===== src/inc/ssp_pkg.sv =====
/*
 * Constants, types and helper functions for the sample sync and
 * proximity control block.
 * Assumes a single 20 MHz system clock and an 8-bit register port.
 */
package ssp_pkg;

    // =========================================================
    // Register map
    localparam logic [7:0] ADDR_PROX_STATUS = 8'h01;
    localparam logic [7:0] ADDR_IRQ_EN2     = 8'h02;
    localparam logic [7:0] ADDR_OPT_CFG2    = 8'h12;
    localparam logic [7:0] ADDR_THRESHOLD   = 8'h14;
    localparam logic [7:0] ADDR_STANDBY     = 8'h29;
    localparam logic [7:0] ADDR_PIN_MODE    = 8'h30;
    localparam logic [7:0] ADDR_SLOTS_12    = 8'h31;
    localparam logic [7:0] ADDR_SLOTS_34    = 8'h32;
    localparam logic [7:0] ADDR_SLOTS_56    = 8'h33;
    localparam logic [7:0] ADDR_EMIT_CUR    = 8'h34;

    // =========================================================
    // Fields and reset values
    localparam int         PROX_BIT   = 4;
    localparam int         SR_LSB     = 0;
    localparam int         THR_SHIFT  = 11;
    localparam logic [7:0] RST_REG    = 8'h00;
    localparam logic [3:0] RST_MODE   = 4'h0;

    // =========================================================
    // Pin modes and slot codes
    localparam logic [3:0] MODE_EXP_SLAVE  = 4'h6;
    localparam logic [3:0] MODE_EXP_MASTER = 4'h8;
    localparam logic [3:0] MODE_HW_SYNC    = 4'h9;
    localparam logic [3:0] MODE_SINGLE_SAMPLE_TRIGGER   = 4'hA;
    localparam logic [3:0] SEL_OFF         = 4'h0;
    localparam logic [3:0] SEL_MUX_A       = 4'hA;
    localparam logic [3:0] SEL_MUX_C       = 4'hC;
    localparam int         NUM_SLOTS       = 6;
    localparam logic [2:0] SLOT_NONE       = 3'd6;

    // =========================================================
    // Timing
    localparam int          CLK_NS      = 50;
    localparam int          TICK_NS     = 31250;
    localparam int          TICK_CYC    = TICK_NS / CLK_NS;
    localparam logic [3:0]  EXPO_TICKS  = 4'h2;
    localparam logic [12:0] PROX_PERIOD = 13'h1000;
    localparam logic [12:0] SR_PERIOD [8] = '{
        13'h051F, 13'h028F, 13'h0186, 13'h0148,
        13'h00A4, 13'h0052, 13'h0029, 13'h0015};

    typedef enum logic [2:0] {
        SSP_IDLE, SSP_EXPOSE, SSP_WAIT, SSP_RESYNC
    } ssp_state_t;

    // =========================================================
    // Helpers
    function automatic logic [3:0] ssp_slot_sel(input logic [23:0] sels,
                                                input logic [2:0]  slot);
        logic [3:0] res;
        res = SEL_OFF;
        for (int i = 0; i < NUM_SLOTS; i++)
        begin
            if (slot == 3'(i))
                res = sels[i*4 +: 4];
        end
        return res;
    endfunction : ssp_slot_sel

    function automatic logic ssp_is_mux(input logic [3:0] sel);
        return (sel >= SEL_MUX_A) && (sel <= SEL_MUX_C);
    endfunction : ssp_is_mux

    function automatic logic ssp_any_mux(input logic [23:0] sels);
        logic res;
        res = 1'b0;
        for (int i = 0; i < NUM_SLOTS; i++)
            res = res | ssp_is_mux(sels[i*4 +: 4]);
        return res;
    endfunction : ssp_any_mux

    function automatic logic [2:0] ssp_next_slot(input logic [23:0] sels,
                                                 input logic [2:0]  from,
                                                 input logic        prox);
        logic [2:0] res;
        res = SLOT_NONE;
        for (int i = NUM_SLOTS - 1; i >= 0; i--)
        begin
            if (i >= int'(from) && sels[i*4 +: 4] != SEL_OFF
                && (!prox || i == 0))
                res = 3'(i);
        end
        return res;
    endfunction : ssp_next_slot

endpackage : ssp_pkg


===== src/inc/ssp_edge_if.sv =====
/*
 * Edge events of one synchronised input.
 * Driven by ssp_edge_sync, read by the control logic on clk_sys.
 */
interface ssp_edge_if;
    logic level;
    logic rise;
    logic fall;

    modport src (output level, output rise, output fall);
    modport dst (input  level, input  rise, input  fall);
endinterface : ssp_edge_if


===== src/ssp_edge_sync.sv =====
/*
 * Two-flop synchroniser with rise and fall detection.
 * Assumes an asynchronous pin level and one clock, clk_sys.
 */
module ssp_edge_sync
(
    // Clock and reset
    input  wire logic   clk_sys,
    input  wire logic   reset_n,
    // Pin and events
    input  wire logic   pin_in,
    ssp_edge_if.src     edges
);
    typedef struct packed {
        logic s1;
        logic s2;
        logic s3;
    } ssp_sync_t;

    ssp_sync_t r;
    ssp_sync_t next_r;

    always_comb
    begin
        next_r    = r;
        next_r.s1 = pin_in;
        next_r.s2 = r.s1;
        next_r.s3 = r.s2;
    end

    always_ff @(posedge clk_sys)
    begin
        if (!reset_n)
            r <= '0;
        else
            r <= next_r;
    end

    assign edges.level = r.s2;
    assign edges.rise  = r.s2 & ~r.s3;
    assign edges.fall  = ~r.s2 & r.s3;
endmodule : ssp_edge_sync


===== src/ssp_tick_gen.sv =====
/*
 * Internal oscillator time base: one-cycle tick every CYCLES clocks.
 * Assumes clk_sys at 20 MHz.
 */
module ssp_tick_gen
#(
    parameter int CYCLES = ssp_pkg::TICK_CYC
)
(
    // Clock and reset
    input  wire logic clk_sys,
    input  wire logic reset_n,
    // Tick
    output logic      tick
);
    typedef struct packed {
        logic [15:0] cnt;
        logic        tick;
    } ssp_tick_t;

    ssp_tick_t r;
    ssp_tick_t next_r;

    always_comb
    begin
        next_r      = r;
        next_r.tick = 1'b0;
        if (r.cnt == 16'(CYCLES - 1))
        begin
            next_r.cnt  = 16'h0000;
            next_r.tick = 1'b1;
        end
        else
            next_r.cnt = r.cnt + 16'h0001;
    end

    always_ff @(posedge clk_sys)
    begin
        if (!reset_n)
            r <= '0;
        else
            r <= next_r;
    end

    assign tick = r.tick;
endmodule : ssp_tick_gen


===== src/ssp_top.sv =====
/*
 * Sample sync and proximity control: pin timing modes, mux control,
 * exposure sequencing and autonomous proximity mode.
 * Assumes clk_sys at 20 MHz, slot-one results from the converter on
 * clk_sys, and an external pull-up on the second sync pin.
 */
// The plain strobed port is this design's own decision.
module ssp_top
(
    // Clock and reset
    input  wire logic        clk_sys,
    input  wire logic        reset_n,
    // Register port
    input  wire logic [7:0]  reg_addr,
    input  wire logic [7:0]  reg_wdata,
    input  wire logic        reg_write,
    input  wire logic        reg_read,
    output logic      [7:0]  reg_rdata,
    // Sync pins
    input  wire logic        sync_pin_a_in,
    output logic             sync_pin_a_out,
    output logic             sync_pin_a_oe,
    input  wire logic        sync_pin_b_in,
    output logic             sync_pin_b_out,
    output logic             sync_pin_b_oe,
    // Slot-one measurement
    input  wire logic        meas_valid,
    input  wire logic [18:0] meas_value,
    input  wire logic        meas_on_pd_one,
    input  wire logic        meas_via_mux,
    // Sequencer outputs
    output logic             sample_start,
    output logic             sample_push,
    output logic             exposure_on,
    output logic      [2:0]  exposure_slot,
    output logic      [3:0]  exposure_select,
    output logic      [7:0]  led_current,
    output logic             low_power
);
    // =========================================================
    // State
    typedef struct packed {
        ssp_pkg::ssp_state_t st;
        logic [2:0]          slot;
        logic [3:0]          exp_cnt;
        logic [12:0]         per_cnt;
        logic                prox;
        logic                flag;
        logic                start;
        logic                push;
        logic [7:0]          drive;
        logic [7:0]          rdata;
        logic [7:0]          irq_en;
        logic [7:0]          cfg2;
        logic [7:0]          thresh;
        logic [7:0]          standby;
        logic [3:0]          mode;
        logic [23:0]         sels;
        logic [7:0]          emit_cur;
    } ssp_top_t;

    ssp_top_t r;
    ssp_top_t next_r;

    // =========================================================
    // Pin synchronisers and time base
    ssp_edge_if pa_e ();
    ssp_edge_if pb_e ();
    logic       itick;

    ssp_edge_sync u_sync_a (
        .clk_sys (clk_sys),
        .reset_n (reset_n),
        .pin_in  (sync_pin_a_in),
        .edges   (pa_e)
    );

    ssp_edge_sync u_sync_b (
        .clk_sys (clk_sys),
        .reset_n (reset_n),
        .pin_in  (sync_pin_b_in),
        .edges   (pb_e)
    );

    ssp_tick_gen #(
        .CYCLES (ssp_pkg::TICK_CYC)
    ) u_tick (
        .clk_sys (clk_sys),
        .reset_n (reset_n),
        .tick    (itick)
    );

    // =========================================================
    // Decodes
    logic        m_slave;
    logic        m_master;
    logic        m_hwsync;
    logic        m_oneshot;
    logic        tick;
    logic        exposing;
    logic [3:0]  sel_now;
    logic        any_mux;
    logic [18:0] thr_scaled;
    logic        meas_ok;
    logic [12:0] period;

    assign m_slave    = r.mode == ssp_pkg::MODE_EXP_SLAVE;
    assign m_master   = r.mode == ssp_pkg::MODE_EXP_MASTER;
    assign m_hwsync   = r.mode == ssp_pkg::MODE_HW_SYNC;
    assign m_oneshot  = r.mode == ssp_pkg::MODE_SINGLE_SAMPLE_TRIGGER;
    assign exposing   = r.st == ssp_pkg::SSP_EXPOSE;
    assign sel_now    = ssp_pkg::ssp_slot_sel(r.sels, r.slot);
    assign any_mux    = ssp_pkg::ssp_any_mux(r.sels);
    assign thr_scaled = {r.thresh, 11'h000};
    assign meas_ok    = meas_valid && meas_on_pd_one && !meas_via_mux;
    assign period     = r.prox ? ssp_pkg::PROX_PERIOD
                      : ssp_pkg::SR_PERIOD[r.cfg2[ssp_pkg::SR_LSB +: 3]];

    always_comb
    begin
        if (m_master || m_hwsync)
            tick = pb_e.rise;
        else if (m_slave)
            tick = pa_e.rise;
        else
            tick = itick;
    end

    // =========================================================
    // Next state
    logic       do_start;
    logic [2:0] first;
    logic [2:0] nxt;

    always_comb
    begin
        next_r       = r;
        next_r.start = 1'b0;
        next_r.push  = 1'b0;
        next_r.rdata = 8'h00;
        do_start     = 1'b0;
        first        = ssp_pkg::ssp_next_slot(r.sels, 3'd0, r.prox);
        nxt          = ssp_pkg::ssp_next_slot(r.sels, r.slot + 3'd1, r.prox);

        // Register writes
        if (reg_write)
        begin
            case (reg_addr)
                ssp_pkg::ADDR_IRQ_EN2:   next_r.irq_en   = reg_wdata;
                ssp_pkg::ADDR_OPT_CFG2:  next_r.cfg2     = reg_wdata;
                ssp_pkg::ADDR_THRESHOLD: next_r.thresh   = reg_wdata;
                ssp_pkg::ADDR_STANDBY:   next_r.standby  = reg_wdata;
                ssp_pkg::ADDR_PIN_MODE:  next_r.mode     = reg_wdata[3:0];
                ssp_pkg::ADDR_SLOTS_12:  next_r.sels[7:0]   = reg_wdata;
                ssp_pkg::ADDR_SLOTS_34:  next_r.sels[15:8]  = reg_wdata;
                ssp_pkg::ADDR_SLOTS_56:  next_r.sels[23:16] = reg_wdata;
                ssp_pkg::ADDR_EMIT_CUR:  next_r.emit_cur = reg_wdata;
                default:                 next_r.mode     = r.mode;
            endcase
        end

        // Register reads; status clears on read
        if (reg_read)
        begin
            case (reg_addr)
                ssp_pkg::ADDR_PROX_STATUS:
                begin
                    next_r.rdata[ssp_pkg::PROX_BIT] = r.flag;
                    next_r.flag = 1'b0;
                end
                ssp_pkg::ADDR_IRQ_EN2:   next_r.rdata = r.irq_en;
                ssp_pkg::ADDR_OPT_CFG2:  next_r.rdata = r.cfg2;
                ssp_pkg::ADDR_THRESHOLD: next_r.rdata = r.thresh;
                ssp_pkg::ADDR_STANDBY:   next_r.rdata = r.standby;
                ssp_pkg::ADDR_PIN_MODE:  next_r.rdata = {4'h0, r.mode};
                ssp_pkg::ADDR_SLOTS_12:  next_r.rdata = r.sels[7:0];
                ssp_pkg::ADDR_SLOTS_34:  next_r.rdata = r.sels[15:8];
                ssp_pkg::ADDR_SLOTS_56:  next_r.rdata = r.sels[23:16];
                ssp_pkg::ADDR_EMIT_CUR:  next_r.rdata = r.emit_cur;
                default:                 next_r.rdata = 8'h00;
            endcase
        end

        // Proximity detection; a set beats a clear by read
        if (!r.irq_en[ssp_pkg::PROX_BIT])
            next_r.prox = 1'b0;
        else if (meas_ok && !r.prox && meas_value < thr_scaled)
        begin
            next_r.prox = 1'b1;
            next_r.flag = 1'b1;
        end
        else if (meas_ok && r.prox && meas_value > thr_scaled)
        begin
            next_r.prox = 1'b0;
            next_r.flag = 1'b1;
        end
        next_r.drive = r.prox ? r.standby : r.emit_cur;

        // Period counter in time-base ticks
        if (tick && r.per_cnt != 13'h1FFF)
            next_r.per_cnt = r.per_cnt + 13'h0001;

        // Sequencer
        case (r.st)
            ssp_pkg::SSP_IDLE:
            begin
                if (m_oneshot)
                    do_start = pa_e.fall;
                else
                    do_start = tick;
            end
            ssp_pkg::SSP_EXPOSE:
            begin
                if (tick && r.exp_cnt == ssp_pkg::EXPO_TICKS - 4'h1)
                begin
                    next_r.exp_cnt = 4'h0;
                    if (nxt == ssp_pkg::SLOT_NONE)
                    begin
                        next_r.push = 1'b1;
                        next_r.st   = m_oneshot ? ssp_pkg::SSP_IDLE
                                                : ssp_pkg::SSP_WAIT;
                    end
                    else
                        next_r.slot = nxt;
                end
                else if (tick)
                    next_r.exp_cnt = r.exp_cnt + 4'h1;
            end
            ssp_pkg::SSP_WAIT:
            begin
                if (m_oneshot)
                    do_start = pa_e.fall;
                else if (m_slave)
                    do_start = tick;
                else
                    do_start = tick && r.per_cnt >= period - 13'h0001;
            end
            ssp_pkg::SSP_RESYNC:
                do_start = pb_e.rise;
            default:
                next_r.st = ssp_pkg::SSP_IDLE;
        endcase

        if (do_start)
        begin
            next_r.start   = 1'b1;
            next_r.per_cnt = 13'h0000;
            next_r.exp_cnt = 4'h0;
            next_r.slot    = first;
            if (first != ssp_pkg::SLOT_NONE)
                next_r.st = ssp_pkg::SSP_EXPOSE;
            else
            begin
                next_r.push = 1'b1;
                next_r.st   = m_oneshot ? ssp_pkg::SSP_IDLE
                                        : ssp_pkg::SSP_WAIT;
            end
        end

        // Entering proximity cuts a later slot short
        if (next_r.prox && next_r.st == ssp_pkg::SSP_EXPOSE
            && next_r.slot != 3'd0)
        begin
            next_r.push = 1'b1;
            next_r.st   = m_oneshot ? ssp_pkg::SSP_IDLE
                                    : ssp_pkg::SSP_WAIT;
        end

        // Forced resync aborts whatever runs
        if (m_hwsync && pa_e.rise)
        begin
            next_r.st    = ssp_pkg::SSP_RESYNC;
            next_r.start = 1'b0;
            next_r.push  = 1'b0;
        end
    end

    always_ff @(posedge clk_sys)
    begin
        if (!reset_n)
        begin
            r          <= '0;
            r.st       <= ssp_pkg::SSP_IDLE;
            r.irq_en   <= ssp_pkg::RST_REG;
            r.mode     <= ssp_pkg::RST_MODE;
        end
        else
            r <= next_r;
    end

    // =========================================================
    // Outputs
    assign reg_rdata       = r.rdata;
    assign sample_start    = r.start;
    assign sample_push     = r.push;
    assign exposure_on     = exposing;
    assign exposure_slot   = r.slot;
    assign exposure_select = exposing ? sel_now : ssp_pkg::SEL_OFF;
    assign led_current     = r.drive;
    assign low_power       = r.prox;

    assign sync_pin_a_oe  = m_master;
    assign sync_pin_a_out = m_master && exposing;
    assign sync_pin_b_oe  = (m_slave || m_oneshot) && any_mux;
    assign sync_pin_b_out = !(exposing && ssp_pkg::ssp_is_mux(sel_now));
endmodule : ssp_top


===== config.mk =====
export PLATFORM = sky130hd
export DESIGN_NAME = ssp_top
export DESIGN_NICKNAME = d
export VERILOG_FILES = /design/src/inc/ssp_pkg.sv /design/src/inc/ssp_edge_if.sv /design/src/ssp_edge_sync.sv /design/src/ssp_tick_gen.sv /design/src/ssp_top.sv
export SDC_FILE = /design/constraint.sdc
export NUM_CORES = 1
export LEC_CHECK = 0
export BUFFER_PORTS_ARGS = -buffer_cell sky130_fd_sc_hd__buf_2
export CAP_MARGIN = 10
export CORE_ASPECT_RATIO = 1.2
export CORE_MARGIN = 1.5
export CORE_UTILIZATION = 52
export CTS_CLUSTER_DIAMETER = 200
export DETAILED_ROUTE_END_ITERATION = 8
export PLACE_DENSITY_LB_ADDON = 0.05
export SLEW_MARGIN = 5
export SYNTH_ARGS = -nofsm -noshare
export SYNTH_HDL_FRONTEND = slang
export SYNTH_SLANG_ARGS = --single-unit
export TNS_END_PERCENT = 20

===== constraint.sdc =====
create_clock -name clk_sys -period 8.7 [get_ports clk_sys]
set_input_delay 1.74 -clock clk_sys [delete_from_list [all_inputs] [get_ports clk_sys]]
set_output_delay 1.74 -clock clk_sys [all_outputs]
set_load 0.1 [all_outputs]

==> results of run 1 <==
[cell usage after synthesis, types with 3 or more instances]
cell type	count	area (µm²)
dfxtp_1	134	2683
nor2_1	119	446.7
nand2_1	97	364.1
a21oi_1	66	330.3
nand3_1	57	285.3
mux2i_1	49	490.5
clkbuf_1	42	157.7
ha_1	41	513.0
o21ai_0	27	135.1
inv_1	24	90.09
buf_4	19	142.6
xor2_1	18	157.7
mux2_2	17	191.4
a22oi_1	15	112.6
and2_1	15	93.84
and3_1	13	81.33
a31oi_1	12	75.07
nand2b_1	12	75.07
nor4_1	12	75.07
xnor2_1	11	96.34
nor2b_1	10	62.56
nand4_1	6	37.54
nor3_1	6	30.03
a221oi_1	5	43.79
a222oi_1	5	50.05
buf_1	5	18.77
o22ai_1	5	31.28
a211oi_1	4	30.03
a21o_1	4	30.03
and4_1	4	35.03
nor3b_1	4	30.03
nor4b_1	4	35.03
or3_1	4	25.02
nand4b_1	3	26.28
[flip-flops by register name, summed over array words and instances, names as in the netlist, 3 cells and up]
name / cells
reg_rdata: 8
u_tick.r: 16
r: 89
led_current: 8
exposure_slot: 3
[per-layer routing]
| layer | wire (µm) | part of all wire (%) | GRT usage (%) | up-vias |
|---|---|---|---|---|
| met5 | 0 | 0 | 0 | - |
| met4 | 421 | 2.0 | 10.00 | 0 |
| met3 | 1211 | 5.9 | 4.295 | 39 |
| met2 | 10050 | 49 | 45.52 | 226 |
| met1 | 8858 | 43 | 35.00 | 3322 |
| li1 | - | - | - | 3344 |
[stage by stage]
stage | util, % | hold WS [ns] | cells | worst slack (ns) | total power, µW
after floorplan | - | 0.4119 | 925 | 1.921 | 663.7
after detailed placement | 55.16 | 0.4248 | 1114 | 3.952 | 685.1
after global placement | 55.16 | 0.4171 | 1114 | 4.161 | 683.7
after CTS | 59.82 | 0.4378 | 1146 | 3.797 | 1495
final | 59.82 | 0.4322 | 1146 | 3.805 | 1487
after global routing | 59.82 | 0.4530 | 1146 | 3.491 | 1527
[final cells by class]
class / instances / area share [%]
tap: 175 / 2.550
multi-input combinational: 699 / 52.40
clock buffer: 18 / 5.114
timing repair buffer: 81 / 4.925
inverter: 25 / 1.093
clock inverter: 14 / 2.681
sequential: 134 / 31.24
[where the power goes]
group | leakage [µW] | internal, µW | switching [µW] | total, µW
clock | 0.000329 | 543 | 271 | 814
combinational | 0.00195 | 17.4 | 35.6 | 53.0
sequential | 0.00108 | 617 | 2.74 | 619
total | 0.00336 | 1180 | 309 | 1490
[worst register-to-register path, stage by stage, from the launching register on]
cell       delay, ns
dfxtp_1         0.48
inv_1           0.16
ha_1            0.22
or2_2           0.27
a21oi_1         0.32
and3b_1         0.32
nand2_1         0.10
mux2_2          0.14
o22ai_1         0.06
o21ai_0         0.16
o21ai_0         0.12
ha_1            0.30
a21oi_1         0.06
nor2b_1         0.10
o21ai_0         0.07
and3_1          0.17
a2111oi_4       0.69
mux2i_1         0.23
or4b_1          0.50
o221a_1         0.21
[kinds of logic after synthesis]
kind of cell	Yosys count	share of synthesized area, %
AO/OA/AOI/OAI	181	15.72
AND/OR/NAND/NOR	381	24.28
flip-flops	134	35.30
other	1	0.04934
multiplexers	66	8.973
adder cells (fa/ha/maj)	41	6.750
XOR/XNOR	29	3.342
buffers and inverters	92	5.581
[worst min-delay path by stage]
stage / endpoint / slack (ns) / cells past startpoint
2_1_floorplan: u_sync_a.edges.level$_SDFF_PN0_ / 0.41 / 1
3_3_place_gp: u_sync_b.edges.level$_SDFF_PN0_ / 0.42 / 1
3_5_place_dp: u_sync_b.edges.level$_SDFF_PN0_ / 0.42 / 1
4_1_cts: u_sync_b.edges.level$_SDFF_PN0_ / 0.44 / 1
5_1_grt: u_sync_b.edges.level$_SDFF_PN0_ / 0.45 / 1
6_report: u_sync_b.edges.level$_SDFF_PN0_ / 0.43 / 1
[placed cells by master (no fill, tap or decap), types with 10 or more instances in the layout]
| master | count |
|---|---|
| nor2_1 | 119 |
| xor2_1 | 18 |
| dfxtp_1 | 134 |
| nand3_1 | 57 |
| ha_1 | 41 |
| and3_1 | 13 |
| nand2b_1 | 12 |
| mux2_2 | 17 |
| nand2_1 | 97 |
| a22oi_1 | 15 |
| a31oi_1 | 12 |
| mux2i_1 | 49 |
| o21ai_0 | 27 |
| nor2b_1 | 10 |
| nor4_1 | 12 |
| buf_2 | 74 |
| clkbuf_16 | 17 |
| xnor2_1 | 11 |
| a21oi_1 | 66 |
| and2_1 | 15 |
| inv_1 | 24 |
==> results.sh, run 1 <==
export IMPL_worstPathRequired_ns=6.96
export IMPL_powerDensity_nw_per_um2=173.1
export IMPL_start_util_pct=52.95
export IMPL_synthesis_nets=1010
export IMPL_synth_edf_count=0
export IMPL_finalWirelength_mm=20.54
export IMPL_status="finished clean"
export IMPL_overflow=0
export IMPL_cts_made_buffers=17
export IMPL_r2r_end="r[108]$_SDFF_PN0_"
export IMPL_ant_nets=0
export IMPL_yosysWarningCount=0
export IMPL_fillCellCount=1283
export IMPL_max_vdd_ir_drop_uv=133.4
export IMPL_syn_inst=925
export IMPL_area_growth_pct=12.99
export IMPL_drv_cap=0
export IMPL_fmax_mhz=204.3
export IMPL_crit_type="reg -> out"
export IMPL_nets=1043
export IMPL_path_clk_slew_ns=0.06
export IMPL_vias=6931
export IMPL_dpl_instance_area_um2=7918
export IMPL_io_pins=75
export IMPL_hp_start="u_sync_b.next_r[1]$_SDFF_PN0_"
export IMPL_finalInstanceArea_um2=8587
export IMPL_max_slew_margin_pct=19.05
export IMPL_leakagePower_uw=0.003362
export IMPL_worstPathCellList="inv_1, ha_1, nor2b_1, a221o_1, a32oi_1, nor2_1, a31oi_1, o21ai_0, and3_1, o21ai_0, buf_2"
export IMPL_cts_resized=0
export IMPL_synth_seq_area_share_pct=35.30
export IMPL_drt_iter0_markers=582
export IMPL_path_max_fanout=11
export IMPL_htreeDepth=4
export IMPL_row_count=48
export IMPL_synth_seq_cells=134
export IMPL_drv_slew=0
export IMPL_cp_data_arrival_time_ns=3.15
export IMPL_critPathTopFamily="compound AO/OA/AOI/OAI gates"
export IMPL_gp_congestion=0.8710
export IMPL_setup_viol=0
export IMPL_timing_final_crit_share_pct=56.26
export IMPL_grt_usage_pct=27.03
export IMPL_dieHeight_um=135.4
export IMPL_ff_latch_area_um2=2683
export IMPL_dieArea_um2=15350
export IMPL_syn_area_um2=7600
export IMPL_regToRegSetupSlack_ns=3.89
export IMPL_min_period_ns=4.895
export IMPL_start_kind="register"
export IMPL_finalHoldViolCount=0
export IMPL_grt_max_degree=78
export IMPL_crit_cells=11
export IMPL_min_delay_path_class="reg -> reg"
export IMPL_numClockSinks=134
export IMPL_clock_skew_ns=0.01266
export IMPL_antenna_cells=0
export IMPL_slowest_delay_ns=0.44
export IMPL_antenna_found_initial=0
export IMPL_cts_buffer_depth=2
export IMPL_crit_start="exposure_slot[1]$_SDFF_PN0_"
export IMPL_drtPass1Iterations=7
export IMPL_grt_pass1_wl_mm=32.87
export IMPL_clk_latency_ns=0.42
export IMPL_cpMostUsedCell="o21ai_0"
export IMPL_drive_above_1_share_pct=14.83
export IMPL_ys_flop_type="dfxtp_1"
export IMPL_synth_async_reset_ratio_pct=0
export IMPL_routed_via_density=6.048
export IMPL_setup_tns_ns=0
export IMPL_dp_hpwl_mm=14.97
export IMPL_worstRegToRegCells=19
export IMPL_grt_pass1_vias=6566
export IMPL_endpoint_kind="output pin"
export IMPL_syn_avg_cell_area_um2=8.216
export IMPL_rsz0062_at_grt="false"
export IMPL_ys_types=73
export IMPL_wl_per_cell_um=17.92
export IMPL_worst_slew_pin_slew_ns=1.211
export IMPL_remaining_drc_errors=0
export IMPL_worstSetupEndpoint="sync_pin_b_out"
export IMPL_die_w_um=113.4
export IMPL_cts_root_buf="clkbuf_16"
export IMPL_portBuffers=74
export IMPL_cp_num_buf_inv=2
export IMPL_cpMaxStageDelayCell="buf_2"
export IMPL_core_um2=14350
export IMPL_tritoncts="built"
export IMPL_timing_rr_start="r[52]$_SDFFE_PN0P_"
export IMPL_post_cts_buffers=0
export IMPL_ctsHoldBuffers=0
export IMPL_multi_input_area_um2=4499
Note: power is estimated with default switching activity, not from simulation.
==> run 2: changes to the inputs <==
- clock period: 8.7 -> 4.89 ns (I/O delays scaled with it)
==> run 2 against run 1 <==
- sequential share of layout area rose by 0.087 points
- clock-buffer cell count is the same
- clock skew decreased by 0.0039 ns
- critical endpoint is now r[108]$_SDFF_PN0_
- largest cell class unchanged
==> results.sh, run 2 (same netlist as run 1, synthesis figures left out) <==
export IMPL_path_max_fanout=9
export IMPL_regToRegSetupSlack_ns=0.39
export IMPL_cp_data_arrival_time_ns=4.81
export IMPL_timing_rr_start="r[52]$_SDFFE_PN0P_"
export IMPL_start_kind="register"
export IMPL_remaining_drc_errors=0
export IMPL_numClockSinks=134
export IMPL_tritoncts="built"
export IMPL_start_util_pct=52.95
export IMPL_crit_type="reg -> reg"
export IMPL_grt_pass1_vias=6470
export IMPL_cts_buffer_depth=2
export IMPL_worstRegToRegCells=19
export IMPL_cpMostUsedCell="o21ai_0"
export IMPL_timing_final_crit_share_pct=92.04
export IMPL_drive_above_1_share_pct=15.28
export IMPL_routed_via_density=5.962
export IMPL_pwr_share_comb_pct=3.8
export IMPL_slowest_delay_ns=0.50
export IMPL_dp_hpwl_mm=15.44
export IMPL_clk_latency_ns=0.43
export IMPL_drt_iter0_markers=528
export IMPL_area_growth_pct=12.68
export IMPL_max_slew_margin_pct=31.94
export IMPL_cpMaxStageDelayCell="dfxtp_1"
export IMPL_p_int_uw=1948
export IMPL_fin_cells=1150
export IMPL_dieHeight_um=135.4
export IMPL_finalHoldViolCount=0
export IMPL_layout_common_cells="dfxtp_1, nor2_1, nand2_1"
export IMPL_die_w_um=113.4
export IMPL_row_count=48
export IMPL_portBuffers=74
export IMPL_clkPwrFrac_pct=52.4
export IMPL_top_regs="r x89, u_tick.r x16"
export IMPL_dieArea_um2=15350
export IMPL_r2r_end="r[108]$_SDFF_PN0_"
export IMPL_path_clk_slew_ns=0.06
export IMPL_grt_max_degree=47
export IMPL_cts_resized=0
export IMPL_grt_usage_pct=27.67
export IMPL_vias=6856
export IMPL_antenna_cells=0
export IMPL_leakagePower_uw=0.003350
export IMPL_status="finished clean"
export IMPL_clock_skew_ns=0.008715
export IMPL_min_period_ns=4.501
export IMPL_cts_root_buf="clkbuf_16"
export IMPL_setup_tns_ns=0
export IMPL_post_cts_buffers=0
export IMPL_htreeDepth=4
export IMPL_rsz0062_at_grt="false"
export IMPL_hp_start="u_sync_b.next_r[1]$_SDFF_PN0_"
export IMPL_finalWirelength_mm=20.80
export IMPL_whs_endpoint="u_sync_b.edges.level$_SDFF_PN0_"
export IMPL_drv_cap=0
export IMPL_cts_made_buffers=17
export IMPL_grt_pass1_wl_mm=33.35
export IMPL_seq_power_share_pct=43.7
export IMPL_min_path_cells=1
export IMPL_antenna_found_initial=0
export IMPL_drtPass1Iterations=5
export IMPL_worstPathCellList="inv_1, ha_1, or2_2, a21oi_1, and3b_1, nand2_1, mux2_2, o22ai_1, o21ai_0, o21ai_0, ha_1, a21oi_1, nor2b_1, o21ai_0, and3_1, a2111oi_4, mux2i_1, or4b_1, o221a_1"
export IMPL_gp_congestion=0.9165
export IMPL_wl_per_cell_um=18.08
export IMPL_setup_viol=0
export IMPL_fmax_mhz=222.2
export IMPL_switching_power_uw=571.5
export IMPL_final_common_cell="dfxtp_1"
export IMPL_max_vdd_ir_drop_uv=212.0
export IMPL_p_sw_share_pct=22.68
export IMPL_overflow=0
export IMPL_worstPathRequired_ns=5.20
export IMPL_regMostFlops="r"
export IMPL_ant_nets=0
export IMPL_worst_slew_pin_slew_ns=1.018
export IMPL_io_pins=75
export IMPL_core_um2=14350
export IMPL_dp_cells=1118
export IMPL_nets=1047
export IMPL_powerDensity_nw_per_um2=294.3
export IMPL_ctsHoldBuffers=0
export IMPL_min_delay_path_class="reg -> reg"
export IMPL_drv_slew=0
export IMPL_endpoint_kind="register"
export IMPL_largest_register_ffs=89
-- run 2: changes by cell type in the layout (fill, tap and decap cells not counted), sizes merged --
cell	delta
clkinvlp	+1
inv	+4
buf	+4
clkinv	-2
bufinv	-3
-- run 2: layout make-up --
cell class	count	area, µm²
clock buffers	18	439.2
clock inverters	14	172.7
fillers	1293	5791
inverters	25	93.84
multi-input cells	699	4503
flip-flops and latches	134	2683
well taps	175	219.0
repair buffers	85	452.9
-- run 2: metrics by stage --
stage	total power, µW	instance area [µm²]	worst slack (ns)	utilization (%)	hold slack (ns)
after global placement	1218	7951	0.5874	55.40	0.4175
after floorplan	1181	7604	0.3681	-	0.4119
after CTS	2540	8563	0.4043	59.66	0.4405
after detailed placement	1221	7951	0.4045	55.40	0.4245
after global routing	2594	8563	0.01349	59.66	0.4438
final	2520	8563	0.3893	59.66	0.4343
-- run 2: power groups by stage --
stage               Sequential, µW  Clock [µW]  Combinational [µW]
floorplan                     1120           0                56.4
global placement              1130           0                92.1
detailed placement            1130           0                95.4
CTS                           1100        1340                95.8
global route                  1100        1390                 105
finish                        1100        1320                96.7
-- run 2: layer usage --
metal	up-vias	part of all wire, %	global-route usage, %
li1	3352	-	-
met1	3294	44	35.59
met2	179	49	46.23
met3	31	4.2	4.340
met4	0	2.0	11.67
met5	-	0	0
-- run 2: worst max path at each step --
stage,startpoint,to,slack [ns],cells after the start
floorplan,low_power$_SDFF_PN0_,r[108]$_SDFF_PN0_,0.37,20
global placement,r[52]$_SDFFE_PN0P_,r[108]$_SDFF_PN0_,0.59,19
detailed placement,r[52]$_SDFFE_PN0P_,r[108]$_SDFF_PN0_,0.40,19
CTS,r[52]$_SDFFE_PN0P_,r[108]$_SDFF_PN0_,0.40,19
global route,r[52]$_SDFFE_PN0P_,r[108]$_SDFF_PN0_,0.01,19
finish,r[52]$_SDFFE_PN0P_,r[108]$_SDFF_PN0_,0.39,19
-- run 2: worst max-delay path: cells and delay by family (launching register included) --
kind / cells / cell delay, ns
multiplexers: 2 / 0.29
AND/OR/NAND/NOR: 6 / 1.46
buffers and inverters: 1 / 0.15
adder cells (fa/ha/maj): 2 / 0.55
AO/OA/AOI/OAI: 8 / 1.44
flip-flops: 1 / 0.50
